$ cat src/inc/pvt_pkg.sv
// constants and types for the peak/valley tracking counter block
// assumes one 100 MHz apb clock; all pins arrive asynchronously
package pvt_pkg;
  localparam int          CODE_W       = 8;          // tracking counter width
  localparam int          DCNT_W       = 6;          // decay-rate counter width
  localparam logic [7:0]  CODE_RESET   = 8'h80;      // mid-scale after reset
  localparam logic [7:0]  CODE_MAX     = 8'hFF;      // saturation ceiling
  localparam logic [7:0]  CODE_MIN     = 8'h00;      // saturation floor
  localparam logic [7:0]  SLOW_ATT     = 8'h02;      // slow attack step
  localparam logic [7:0]  FAST_ATT     = 8'h04;      // fast attack step
  localparam logic [7:0]  FAST_DEC     = 8'h08;      // fast decay step
  localparam logic [7:0]  SLOW_DEC     = 8'h01;      // slow decay step
  localparam logic [5:0]  DCNT_RELOAD  = 6'h28;      // forty cycles
  localparam logic [5:0]  DCNT_MIN     = 6'h01;      // reload after attack
  localparam logic [11:0] ADDR_LEVEL   = 12'h000;    // {valley, peak}
  localparam logic [11:0] ADDR_DECAY   = 12'h004;    // {valley, peak} decay
  localparam logic [11:0] ADDR_CTRL    = 12'h008;    // clear / status
  localparam int          CTRL_CLEAR   = 0;          // write 1 clears counters
  localparam int          ST_MODE_LO   = 0;          // status mode field
  localparam int          ST_TEST0     = 2;          // status test mode 0
  localparam int          ST_STANDBY   = 3;          // status standby
  localparam int          DEC_POS      = 8;          // valley field position
  // operating modes from the two mode-select inputs
  typedef enum logic [1:0] {MODE_OFF, MODE_FAST, MODE_HOLD, MODE_SLOW} mode_t;
  // control inputs latched on the falling device clock edge
  typedef struct packed {
    logic test;
    logic mode_select_a;
    logic mode_select_b;
    logic track_inhibit;
    logic cutoff_select;
    logic offset_ref;
  } ctrl_t;
  // comparator enables from the analog front end
  typedef struct packed {
    logic peak_att;
    logic peak_dec;
    logic val_att;
    logic val_dec;
  } cmp_t;
  // everything that enters through pins
  typedef struct packed {
    logic  dev_clk;
    ctrl_t ctrl;
    cmp_t  cmp;
    logic  adc_msb;
    logic  adc_lsb;
  } pins_t;
endpackage

$ cat src/pvt_counters.sv
// peak and valley tracking counters with decay timers, test mode 0 and apb status
// assumes the device clock and all control pins are asynchronous to pclk
//
// Overview of operation
// - slow mode attack steps two counts
// - slow mode decay steps once per forty
// - attack beats decay in same cycle
// - slow reload: one after attack, forty after decay
// - fast mode attack steps four counts
// - fast mode decay steps eight counts
// - fast mode holds decay timer at one
// - hold mode freezes both counters
// - hold mode holds decay timer at one
// - off mode freezes counters, signals standby
// - off mode holds decay timer at one
// - test high, selects low: test 0
// - test 0: cutoff select resets counters
// - test 0: inhibit sets direction, decay tap
// - test 0: step on rising edges
// - from slow: offset selects both rates
// - from fast: valley rate inverted
// - test 0: dacs routed to level pins
// - mode select decode off/fast/hold/slow
// - eight-bit counters on device clock
// - track inhibit acts as hold
// - controls latched on falling edge
module pvt_counters (
  input  wire logic        pclk,
  input  wire logic        presetn,
  input  wire logic        psel,
  input  wire logic        penable,
  input  wire logic        pwrite,
  input  wire logic [11:0] paddr,
  input  wire logic [31:0] pwdata,
  output logic      [31:0] prdata,
  output logic             pready,
  output logic             pslverr,
  input  wire logic        dev_clk,
  input  wire logic        test,
  input  wire logic        mode_select_a,
  input  wire logic        mode_select_b,
  input  wire logic        track_inhibit,
  input  wire logic        cutoff_select,
  input  wire logic        offset_reference_input,
  input  wire logic        peak_attack,
  input  wire logic        peak_decay,
  input  wire logic        valley_attack,
  input  wire logic        valley_decay,
  input  wire logic        adc_msb,
  input  wire logic        adc_lsb,
  output logic      [7:0]  peak_code,
  output logic      [7:0]  valley_code,
  output logic             standby,
  output logic             filter_wide,
  output logic             level_code_msb,
  output logic             level_code_lsb,
  output logic             level_route_dac,
  output logic      [5:0]  analog_input_pin_o,
  output logic             analog_input_pin_oe_n
);

  localparam int PW = $bits(pvt_pkg::pins_t);

  pvt_pkg::pins_t  pins_raw;                 // pins gathered into one word
  logic [PW-1:0]   s1_q, s2_q, s3_q;         // three-stage synchroniser
  pvt_pkg::pins_t  st_q;                     // filtered pin levels
  logic            clk_prev_q;               // last filtered device clock
  logic            fall_p, rise_p;           // device clock edge events
  logic            step_q;                   // normal step, after a fall
  logic            tstep_q;                  // test step, after a rise
  pvt_pkg::ctrl_t  ctl_q;                    // latched control inputs
  pvt_pkg::cmp_t   cmp_q;                    // latched comparator enables
  pvt_pkg::mode_t  mode;                     // decoded mode
  logic            test0;                    // test mode 0 selected
  logic            tst_rst;                  // test mode 0 counter reset
  logic            run;                      // normal tracking allowed
  logic            entry_fast_q;             // last tracking mode was fast
  logic            clear_q;                  // software clear pulse
  logic [7:0]      code_q [2];               // 0 peak, 1 valley
  logic [5:0]      dcnt_q [2];               // decay-rate counters

  assign pins_raw = '{dev_clk, '{test, mode_select_a, mode_select_b, track_inhibit,
                      cutoff_select, offset_reference_input},
                      '{peak_attack, peak_decay, valley_attack, valley_decay},
                      adc_msb, adc_lsb};

  // saturating step; clamps at the code range limits
  function automatic logic [7:0] sat_move(input logic [7:0] c, input logic [7:0] s,
                                          input logic up);
    logic [8:0] t;
    t = 9'h000;
    if (up) begin
      t = {1'b0, c} + {1'b0, s};
      sat_move = t[8] ? pvt_pkg::CODE_MAX : t[7:0];
    end else begin
      sat_move = (c < s) ? pvt_pkg::CODE_MIN : 8'(c - s);
    end
  endfunction

  // pin synchroniser: stage one feeds only stage two
  always_ff @(posedge pclk or negedge presetn) begin
    if (!presetn) begin
      s1_q <= '0;
      s2_q <= '0;
      s3_q <= '0;
    end else begin
      s1_q <= pins_raw;
      s2_q <= s1_q;
      s3_q <= s2_q;
    end
  end

  // accept a pin change once stages two and three agree, per bit
  for (genvar b = 0; b < PW; b++) begin : g_flt
    always_ff @(posedge pclk or negedge presetn) begin
      if (!presetn) begin
        st_q[b] <= 1'b0;
      end else if (s2_q[b] == s3_q[b]) begin
        st_q[b] <= s3_q[b];
      end
    end
  end

  // device clock edge detection on the filtered level
  always_ff @(posedge pclk or negedge presetn) begin
    if (!presetn) begin
      clk_prev_q <= 1'b0;
    end else begin
      clk_prev_q <= st_q.dev_clk;
    end
  end
  assign fall_p = clk_prev_q & ~st_q.dev_clk;
  assign rise_p = ~clk_prev_q & st_q.dev_clk;

  always_ff @(posedge pclk or negedge presetn) begin
    if (!presetn) begin
      ctl_q <= '0;
      cmp_q <= '0;
    end else if (fall_p) begin
      ctl_q <= st_q.ctrl;
      cmp_q <= st_q.cmp;
    end
  end

  // steps act one pclk after the edge, so they see the fresh latch
  always_ff @(posedge pclk or negedge presetn) begin
    if (!presetn) begin
      step_q  <= 1'b0;
      tstep_q <= 1'b0;
    end else begin
      step_q  <= fall_p;
      tstep_q <= rise_p;
    end
  end

  always_comb begin
    case ({ctl_q.mode_select_a, ctl_q.mode_select_b})
      2'b00:   mode = pvt_pkg::MODE_OFF;
      2'b01:   mode = pvt_pkg::MODE_FAST;
      2'b10:   mode = pvt_pkg::MODE_HOLD;
      2'b11:   mode = pvt_pkg::MODE_SLOW;
      default: mode = pvt_pkg::MODE_OFF;
    endcase
  end

  assign test0   = ctl_q.test & ~ctl_q.mode_select_a & ~ctl_q.mode_select_b;
  assign tst_rst = test0 & ctl_q.cutoff_select;
  assign run     = ~ctl_q.test & ~ctl_q.track_inhibit;

  // remember whether test mode 0 was entered from fast or slow
  always_ff @(posedge pclk or negedge presetn) begin
    if (!presetn) begin
      entry_fast_q <= 1'b0;
    end else if (!ctl_q.test && mode == pvt_pkg::MODE_FAST) begin
      entry_fast_q <= 1'b1;
    end else if (!ctl_q.test && mode == pvt_pkg::MODE_SLOW) begin
      entry_fast_q <= 1'b0;
    end
  end

  // per-channel counters: index 0 peak tracks up, index 1 valley tracks down
  for (genvar i = 0; i < 2; i++) begin : g_ch
    logic att, dec, tfast;
    logic track_up;                          // attack direction
    assign att      = (i == 0) ? cmp_q.peak_att : cmp_q.val_att;
    assign dec      = (i == 0) ? cmp_q.peak_dec : cmp_q.val_dec;
    assign track_up = (i == 0);
    // rate from offset input; valley inverted after fast
    assign tfast    = (i == 1 && entry_fast_q) ? ~ctl_q.offset_ref : ctl_q.offset_ref;

    always_ff @(posedge pclk or negedge presetn) begin
      if (!presetn) begin
        code_q[i] <= pvt_pkg::CODE_RESET;
      end else if (clear_q || tst_rst) begin
        code_q[i] <= pvt_pkg::CODE_RESET;
      end else if (tstep_q && test0) begin
        // test steps on rising edge; inhibit sets direction
        code_q[i] <= sat_move(code_q[i], tfast ? pvt_pkg::FAST_ATT : pvt_pkg::SLOW_ATT,
                              ctl_q.track_inhibit);
      end else if (step_q && run) begin
        // hold and off fall through, leaving the code unchanged
        case (mode)
          pvt_pkg::MODE_SLOW: begin
            if (att) begin
              code_q[i] <= sat_move(code_q[i], pvt_pkg::SLOW_ATT, track_up);
            end else if (dec && dcnt_q[i] == pvt_pkg::DCNT_MIN) begin
              code_q[i] <= sat_move(code_q[i], pvt_pkg::SLOW_DEC, !track_up);
            end
          end
          pvt_pkg::MODE_FAST: begin
            if (att) begin
              code_q[i] <= sat_move(code_q[i], pvt_pkg::FAST_ATT, track_up);
            end else if (dec) begin
              code_q[i] <= sat_move(code_q[i], pvt_pkg::FAST_DEC, !track_up);
            end
          end
          default: begin
          end
        endcase
      end
    end

    // decay-rate counter
    always_ff @(posedge pclk or negedge presetn) begin
      if (!presetn) begin
        dcnt_q[i] <= pvt_pkg::DCNT_MIN;
      end else if (clear_q || tst_rst) begin
        dcnt_q[i] <= pvt_pkg::DCNT_MIN;
      end else if (tstep_q && test0) begin
        dcnt_q[i] <= (dcnt_q[i] == pvt_pkg::DCNT_MIN) ? pvt_pkg::DCNT_RELOAD
                                                       : 6'(dcnt_q[i] - 6'h01);
      end else if (step_q && !ctl_q.test) begin
        if (mode != pvt_pkg::MODE_SLOW) begin
          dcnt_q[i] <= pvt_pkg::DCNT_MIN;
        end else if (!ctl_q.track_inhibit) begin
          if (att) begin
            dcnt_q[i] <= pvt_pkg::DCNT_MIN;
          end else if (dec) begin
            dcnt_q[i] <= (dcnt_q[i] == pvt_pkg::DCNT_MIN) ? pvt_pkg::DCNT_RELOAD
                                                           : 6'(dcnt_q[i] - 6'h01);
          end
        end
      end
    end

    // slow attack moves exactly two counts
    slow_att_a: assert property (@(posedge pclk) disable iff (!presetn)
      step_q && run && mode == pvt_pkg::MODE_SLOW && att && !clear_q
      && code_q[i] > 8'h02 && code_q[i] < 8'hFD
      |=> code_q[i] == (track_up ? 8'($past(code_q[i]) + 8'h02) : 8'($past(code_q[i]) - 8'h02)))
      else $error("slow attack step wrong");

    // forty-cycle spacing of slow decay
    slow_dec_a: assert property (@(posedge pclk) disable iff (!presetn)
      step_q && run && mode == pvt_pkg::MODE_SLOW && !att && dec && !clear_q
      && dcnt_q[i] != pvt_pkg::DCNT_MIN |=> $stable(code_q[i]))
      else $error("slow decay fired early");

    // attack wins in fast mode
    att_prio_a: assert property (@(posedge pclk) disable iff (!presetn)
      step_q && run && mode == pvt_pkg::MODE_FAST && att && dec && !clear_q
      && code_q[i] > 8'h08 && code_q[i] < 8'hF7
      |=> code_q[i] == (track_up ? 8'($past(code_q[i]) + 8'h04) : 8'($past(code_q[i]) - 8'h04)))
      else $error("decay beat attack");

    // reload to forty after a slow decay step
    dec_reload_a: assert property (@(posedge pclk) disable iff (!presetn)
      step_q && run && mode == pvt_pkg::MODE_SLOW && !att && dec && !clear_q
      && dcnt_q[i] == pvt_pkg::DCNT_MIN |=> dcnt_q[i] == 6'h28)
      else $error("decay timer not reloaded");

    // fast decay moves eight counts
    fast_dec_a: assert property (@(posedge pclk) disable iff (!presetn)
      step_q && run && mode == pvt_pkg::MODE_FAST && !att && dec && !clear_q
      && code_q[i] > 8'h08 && code_q[i] < 8'hF7
      |=> code_q[i] == (track_up ? 8'($past(code_q[i]) - 8'h08) : 8'($past(code_q[i]) + 8'h08)))
      else $error("fast decay step wrong");

    // hold, off and inhibit freeze the code
    hold_freeze_a: assert property (@(posedge pclk) disable iff (!presetn)
      step_q && !ctl_q.test && !clear_q && (ctl_q.track_inhibit || mode == pvt_pkg::MODE_HOLD
      || mode == pvt_pkg::MODE_OFF) |=> $stable(code_q[i]))
      else $error("code moved while held");

    // non-slow modes keep the timer at one
    timer_one_a: assert property (@(posedge pclk) disable iff (!presetn)
      step_q && !ctl_q.test && mode != pvt_pkg::MODE_SLOW |=> dcnt_q[i] == 6'h01)
      else $error("decay timer not one");

    // no wrap when already at the top or bottom
    sat_edge_a: assert property (@(posedge pclk) disable iff (!presetn)
      step_q && run && mode == pvt_pkg::MODE_FAST && att && !clear_q
      && code_q[i] == (track_up ? 8'hFF : 8'h00) |=> $stable(code_q[i]))
      else $error("counter wrapped");
  end

  // test reset holds counters at reset value
  tst_reset_a: assert property (@(posedge pclk) disable iff (!presetn)
    tst_rst |=> code_q[0] == 8'h80 && code_q[1] == 8'h80)
    else $error("test reset ignored");

  // pin side outputs, all registered
  always_ff @(posedge pclk or negedge presetn) begin
    if (!presetn) begin
      standby               <= 1'b0;
      filter_wide           <= 1'b0;
      level_code_msb        <= 1'b0;
      level_code_lsb        <= 1'b0;
      level_route_dac       <= 1'b0;
      analog_input_pin_o    <= 6'h00;
      analog_input_pin_oe_n <= 1'b1;
      peak_code             <= pvt_pkg::CODE_RESET;
      valley_code           <= pvt_pkg::CODE_RESET;
    end else begin
      // standby in off mode, codes kept
      standby               <= ~ctl_q.test & (mode == pvt_pkg::MODE_OFF);
      filter_wide           <= ctl_q.cutoff_select;
      // dac levels routed onto level pins in test mode 0
      level_route_dac       <= test0;
      level_code_msb        <= test0 ? 1'b0 : st_q.adc_msb;
      level_code_lsb        <= test0 ? 1'b0 : st_q.adc_lsb;
      analog_input_pin_o    <= test0 ? (ctl_q.track_inhibit ? dcnt_q[0] : dcnt_q[1]) : 6'h00;
      analog_input_pin_oe_n <= ~test0;
      peak_code             <= code_q[0];
      valley_code           <= code_q[1];
    end
  end

  // apb slave: zero wait states, error on unmapped address
  logic acc, hit;
  assign acc     = psel & penable;
  assign hit     = (paddr == pvt_pkg::ADDR_LEVEL) || (paddr == pvt_pkg::ADDR_DECAY)
                   || (paddr == pvt_pkg::ADDR_CTRL);
  assign pready  = 1'b1;
  assign pslverr = acc & ~hit;

  // software clear is a one-cycle pulse taken at the access edge
  always_ff @(posedge pclk or negedge presetn) begin
    if (!presetn) begin
      clear_q <= 1'b0;
    end else begin
      clear_q <= acc & pwrite & (paddr == pvt_pkg::ADDR_CTRL) & pwdata[pvt_pkg::CTRL_CLEAR];
    end
  end

  // read data, combinational from the live state
  always_comb begin
    prdata = 32'h0000_0000;
    if (psel && !pwrite) begin
      case (paddr)
        pvt_pkg::ADDR_LEVEL: prdata = {16'h0000, code_q[1], code_q[0]};
        pvt_pkg::ADDR_DECAY: prdata = {18'h00000, dcnt_q[1], 2'b00, dcnt_q[0]};
        pvt_pkg::ADDR_CTRL:  prdata = {28'h0000000, standby, test0, 2'(mode)};
        default:             prdata = 32'h0000_0000;
      endcase
    end
  end

endmodule // pvt_counters

$ cat config.mk
export PLATFORM = sky130hd
export DESIGN_NAME = pvt_counters
export DESIGN_NICKNAME = d
export VERILOG_FILES = /design/src/inc/pvt_pkg.sv /design/src/pvt_counters.sv
export SDC_FILE = /design/constraint.sdc
export NUM_CORES = 1
export LEC_CHECK = 0
export BUFFER_PORTS_ARGS = -buffer_cell sky130_fd_sc_hd__buf_2
export CORE_AREA = 3 3 131 108
export DETAILED_ROUTE_END_ITERATION = 8
export DIE_AREA = 0 0 134 111
export PLACE_DENSITY = 0.86
export SLEW_MARGIN = 20
export SYNTH_ARGS = -nofsm -noshare
export SYNTH_HDL_FRONTEND = slang
export SYNTH_SLANG_ARGS = --single-unit
$ cat constraint.sdc
create_clock -name pclk -period 4 [get_ports pclk]
set_input_delay 0 -clock pclk [delete_from_list [all_inputs] [get_ports pclk]]
set_output_delay 0 -clock pclk [all_outputs]
set_load 0.01 [all_outputs]
==> reports/results.ini <==
[routing]
routed_wl_um=19300
dr.pass1.iters=6
drtIter0Drc=761
antenna_left=0
drcViolationCount=0
via_count=6166
vias_per_cell=6.22
wl_per_cell_um=19.5

[die]
die_h_um=111
core_area_mm2=0.0128
initial_utilization_pct=55.2
rows=37
floorplan.die_area_mm2=0.0149
ios=124
die_x_um=134

[yosys]
synth_edf_count=0
ys_async_sr_fraction_pct=100
synth_compound_area_share_pct=19.6
synth_fa_ha_area_share_pct=7.63
yosysMostFrequentCell=dfrtp_1
ys_top_cells_by_count=dfrtp_1, nor2_1, a21oi_1, nand2_1, o21ai_0
yosys.area.top_type=dfrtp_1
ys_types=89
seq_area_frac_synth_pct=43.6
syn_area_mm2=0.00708
yosysWarnings=0
synthXorXnorAreaFrac_pct=3.57
synthCells=729
synthMuxAreaShare_pct=2.08
synth_ff_type=dfrtp_1
synth_top_family_by_area=compound AO/OA/AOI/OAI gates
synth-simple-area-share_pct=17.2
yosys_register_bits=123
yosysTopAreaCellShare_pct=41.0
synthTopCellsByArea=dfrtp_1, ha_1, a21oi_1
avgSynthCellArea_um2=9.71

[placed_design]
gp_congestion=0.964
port_buffers=75
dpl.hpwl_um=12800
placed_cells=943

[finish]
num_antenna_cells=0
stdcell_count=991
finalNetCount=897
final_layout_size_suffix_gt1_share_pct=18.3
area_delta_synth_final_pct=15.7

[sta]
tightest_slew_ns=1.02
setup_viol=0
period_share_pct=70.8
finalSetupTns_ns=0
finalCriticalPeriod_ns=2.83
hold_viol=0
max_freq_mhz=353
maxSlewHeadroom_pct=31.9
rsz0062_at_grt=false
skew_ns=0.00873
drv_slew=0

[setup_path]
path_buf_inv=2
crit_arrival_ns=3.17
path_max_fanout=9
path_class=reg -> reg
crit_path_top_delay_cell=dfrtp_1
crit_top_cell=inv_1
crit_path_end_kind=flop
critPathLaunchType=flop
cp_top_family=simple AND/OR/NAND/NOR gates
path_cells=inv_1, ha_1, inv_1, fa_1, nor4b_2, xnor2_1, a211oi_1, nor3_1, or4_1, o21ai_1
slowest_delay_ns=0.51
worstPathRequired_ns=4.33

[grt]
grt_max_degree=61
grt_overflow=0
antenna_found_initial=0
gr-usage-all-layers_pct=26.6
grt_pass1_wl_um=31300
grt_pass1_vias=5939

[clocking]
clockBufferDepth=2
clk_latency_ns=0.41
cts_buffers=17
clock-sinks=123
cts_tree=built
cts_max_level=4
cts_resized=0
clk_pin_slew_worst_paths_ns=0.06
clockRootBuffer=clkbuf_16

[job]
maxCapViolations=0

[power]
power_leakage_nw=3.55
ir_drop_v=0.000434
powerDensity_mw_per_mm2=723

[min_path]
worstHoldPathType=in -> async

[run_status]
status=finished, final reports clean

## cells by family (layout without fill, tap and decap cells)
logic type                 after synthesis  after routing
other                                    2             17
muxes                                   14             14
buffers and inverters                   87            159
AOI/OAI and AO/OA                      204            204
xor gates and xnor gates                28             28
and+or+nand+nor                        227            227
adders and majority gates               44             44
DFF                                    123            123
## cell usage in the layout (no fill, tap or decap), types with 5 or more instances in the layout
cell / netlist / final
and3_1: 8 / 8
o21ai_1: 15 / 15
inv_1: 27 / 27
nand3_1: 18 / 18
nand2b_1: 7 / 7
buf_2: 13 / 74
a22oi_1: 11 / 11
mux2_2: 6 / 6
nor2_1: 57 / 57
xor2_1: 9 / 9
buf_4: 22 / 9
dlygate4sd3_1: 0 / 17
mux2i_1: 8 / 8
o21ai_0: 33 / 33
nor2b_1: 13 / 13
a21o_1: 6 / 6
clkbuf_16: 0 / 17
o211ai_1: 5 / 5
a211oi_1: 9 / 9
conb_1: 2 / 17
a221oi_1: 5 / 5
nor3_1: 29 / 29
nand4_1: 6 / 6
nand2_1: 45 / 45
xnor2_1: 18 / 18
ha_1: 28 / 28
a21oi_1: 48 / 48
maj3_1: 13 / 13
o31ai_1: 9 / 9
dfstp_2: 7 / 7
nor4_1: 6 / 6
dfrtp_1: 116 / 116
a31oi_1: 10 / 10
## stage by stage
step | util [%] | hold slack [ns] | cell area [µm²] | worst slack [ns] | power, mW
6_report | 63.9 | 0.210 | 8190 | 1.17 | 5.92
5_1_grt | 63.9 | 0.219 | 8190 | 1.04 | 6.30
4_1_cts | 63.9 | 0.207 | 8190 | 1.19 | 5.88
3_5_place_dp | 58.2 | 0.109 | 7460 | 1.20 | 4.36
3_3_place_gp | 58.2 | 0.107 | 7460 | 1.26 | 4.30
2_1_floorplan | - | -0.296 | 7140 | 1.47 | 3.74
## layout make-up
cell class | instances | area [µm²]
Clock inverter | 14 | 136
Timing Repair Buffer | 100 | 608
Sequential cell | 123 | 3090
Inverter | 28 | 108
Fill cell | 1075 | 4630
Multi-Input combinational cell | 534 | 3610
Tap cell | 175 | 219
Clock buffer | 17 | 425
## registers in the layout (all words and copies together), names as in the netlist, 2 cells and up
register,flops
s2_q,13
s1_q,13
dcnt_q,12
st_q,13
g_ch.att,2
analog_input_pin_o,6
peak_code,8
valley_code,8
s3_q,13
ctl_q,5
g_ch.dec,2
code_q,16
## worst paths after layout
path	start	slack (ns)	cells after the start	end
setup / recovery	code_q[9]$_DFFE_PN0P_	1.17	10	code_q[15]$_DFFE_PN1P_
hold / removal	presetn	0.21	2	peak_code[3]$_DFF_PN0_
setup reg to reg	code_q[9]$_DFFE_PN0P_	1.17	10	code_q[15]$_DFFE_PN1P_
max in group asynchronous	presetn	2.84	3	g_ch[0].dec$_DFFE_PN0P_
hold reg to reg	s1_q[10]$_DFF_PN0_	0.35	0	s2_q[10]$_DFF_PN0_
min in group pclk	adc_msb	0.22	2	s1_q[1]$_DFF_PN0_
## worst register-to-register path, stage by stage, from the launching register on
cell and delay [ns]:
dfrtp_1 0.51, inv_1 0.19, ha_1 0.20, inv_1 0.06, fa_1 0.48, nor4b_2 0.33, xnor2_1 0.10, a211oi_1 0.23
nor3_1 0.07, or4_1 0.50, o21ai_1 0.09
## timing repair
action | CTS | global route
setup buffers | 0 | 0
hold buffers | 17 | 0
endpoints found under the hold margin | 65 | 0
## report_power, final
| part | switching, mW | internal (mW) | total (mW) |
|---|---|---|---|
| combinational | 1.37 | 0.970 | 2.34 |
| sequential | 0.571 | 1.54 | 2.11 |
| clock | 0.604 | 0.863 | 1.47 |
## per-layer routing
metal	up-vias	global-route usage, %	wire length, µm	share of wire (%)
met1	2935	35.4	7600	39
met2	387	41.6	9020	47
li1	2780	-	-	-
met5	-	0	0	0
met3	64	7.89	2180	11
met4	0	9.18	524	2.7
Note: power is estimated with default switching activity, not from simulation.
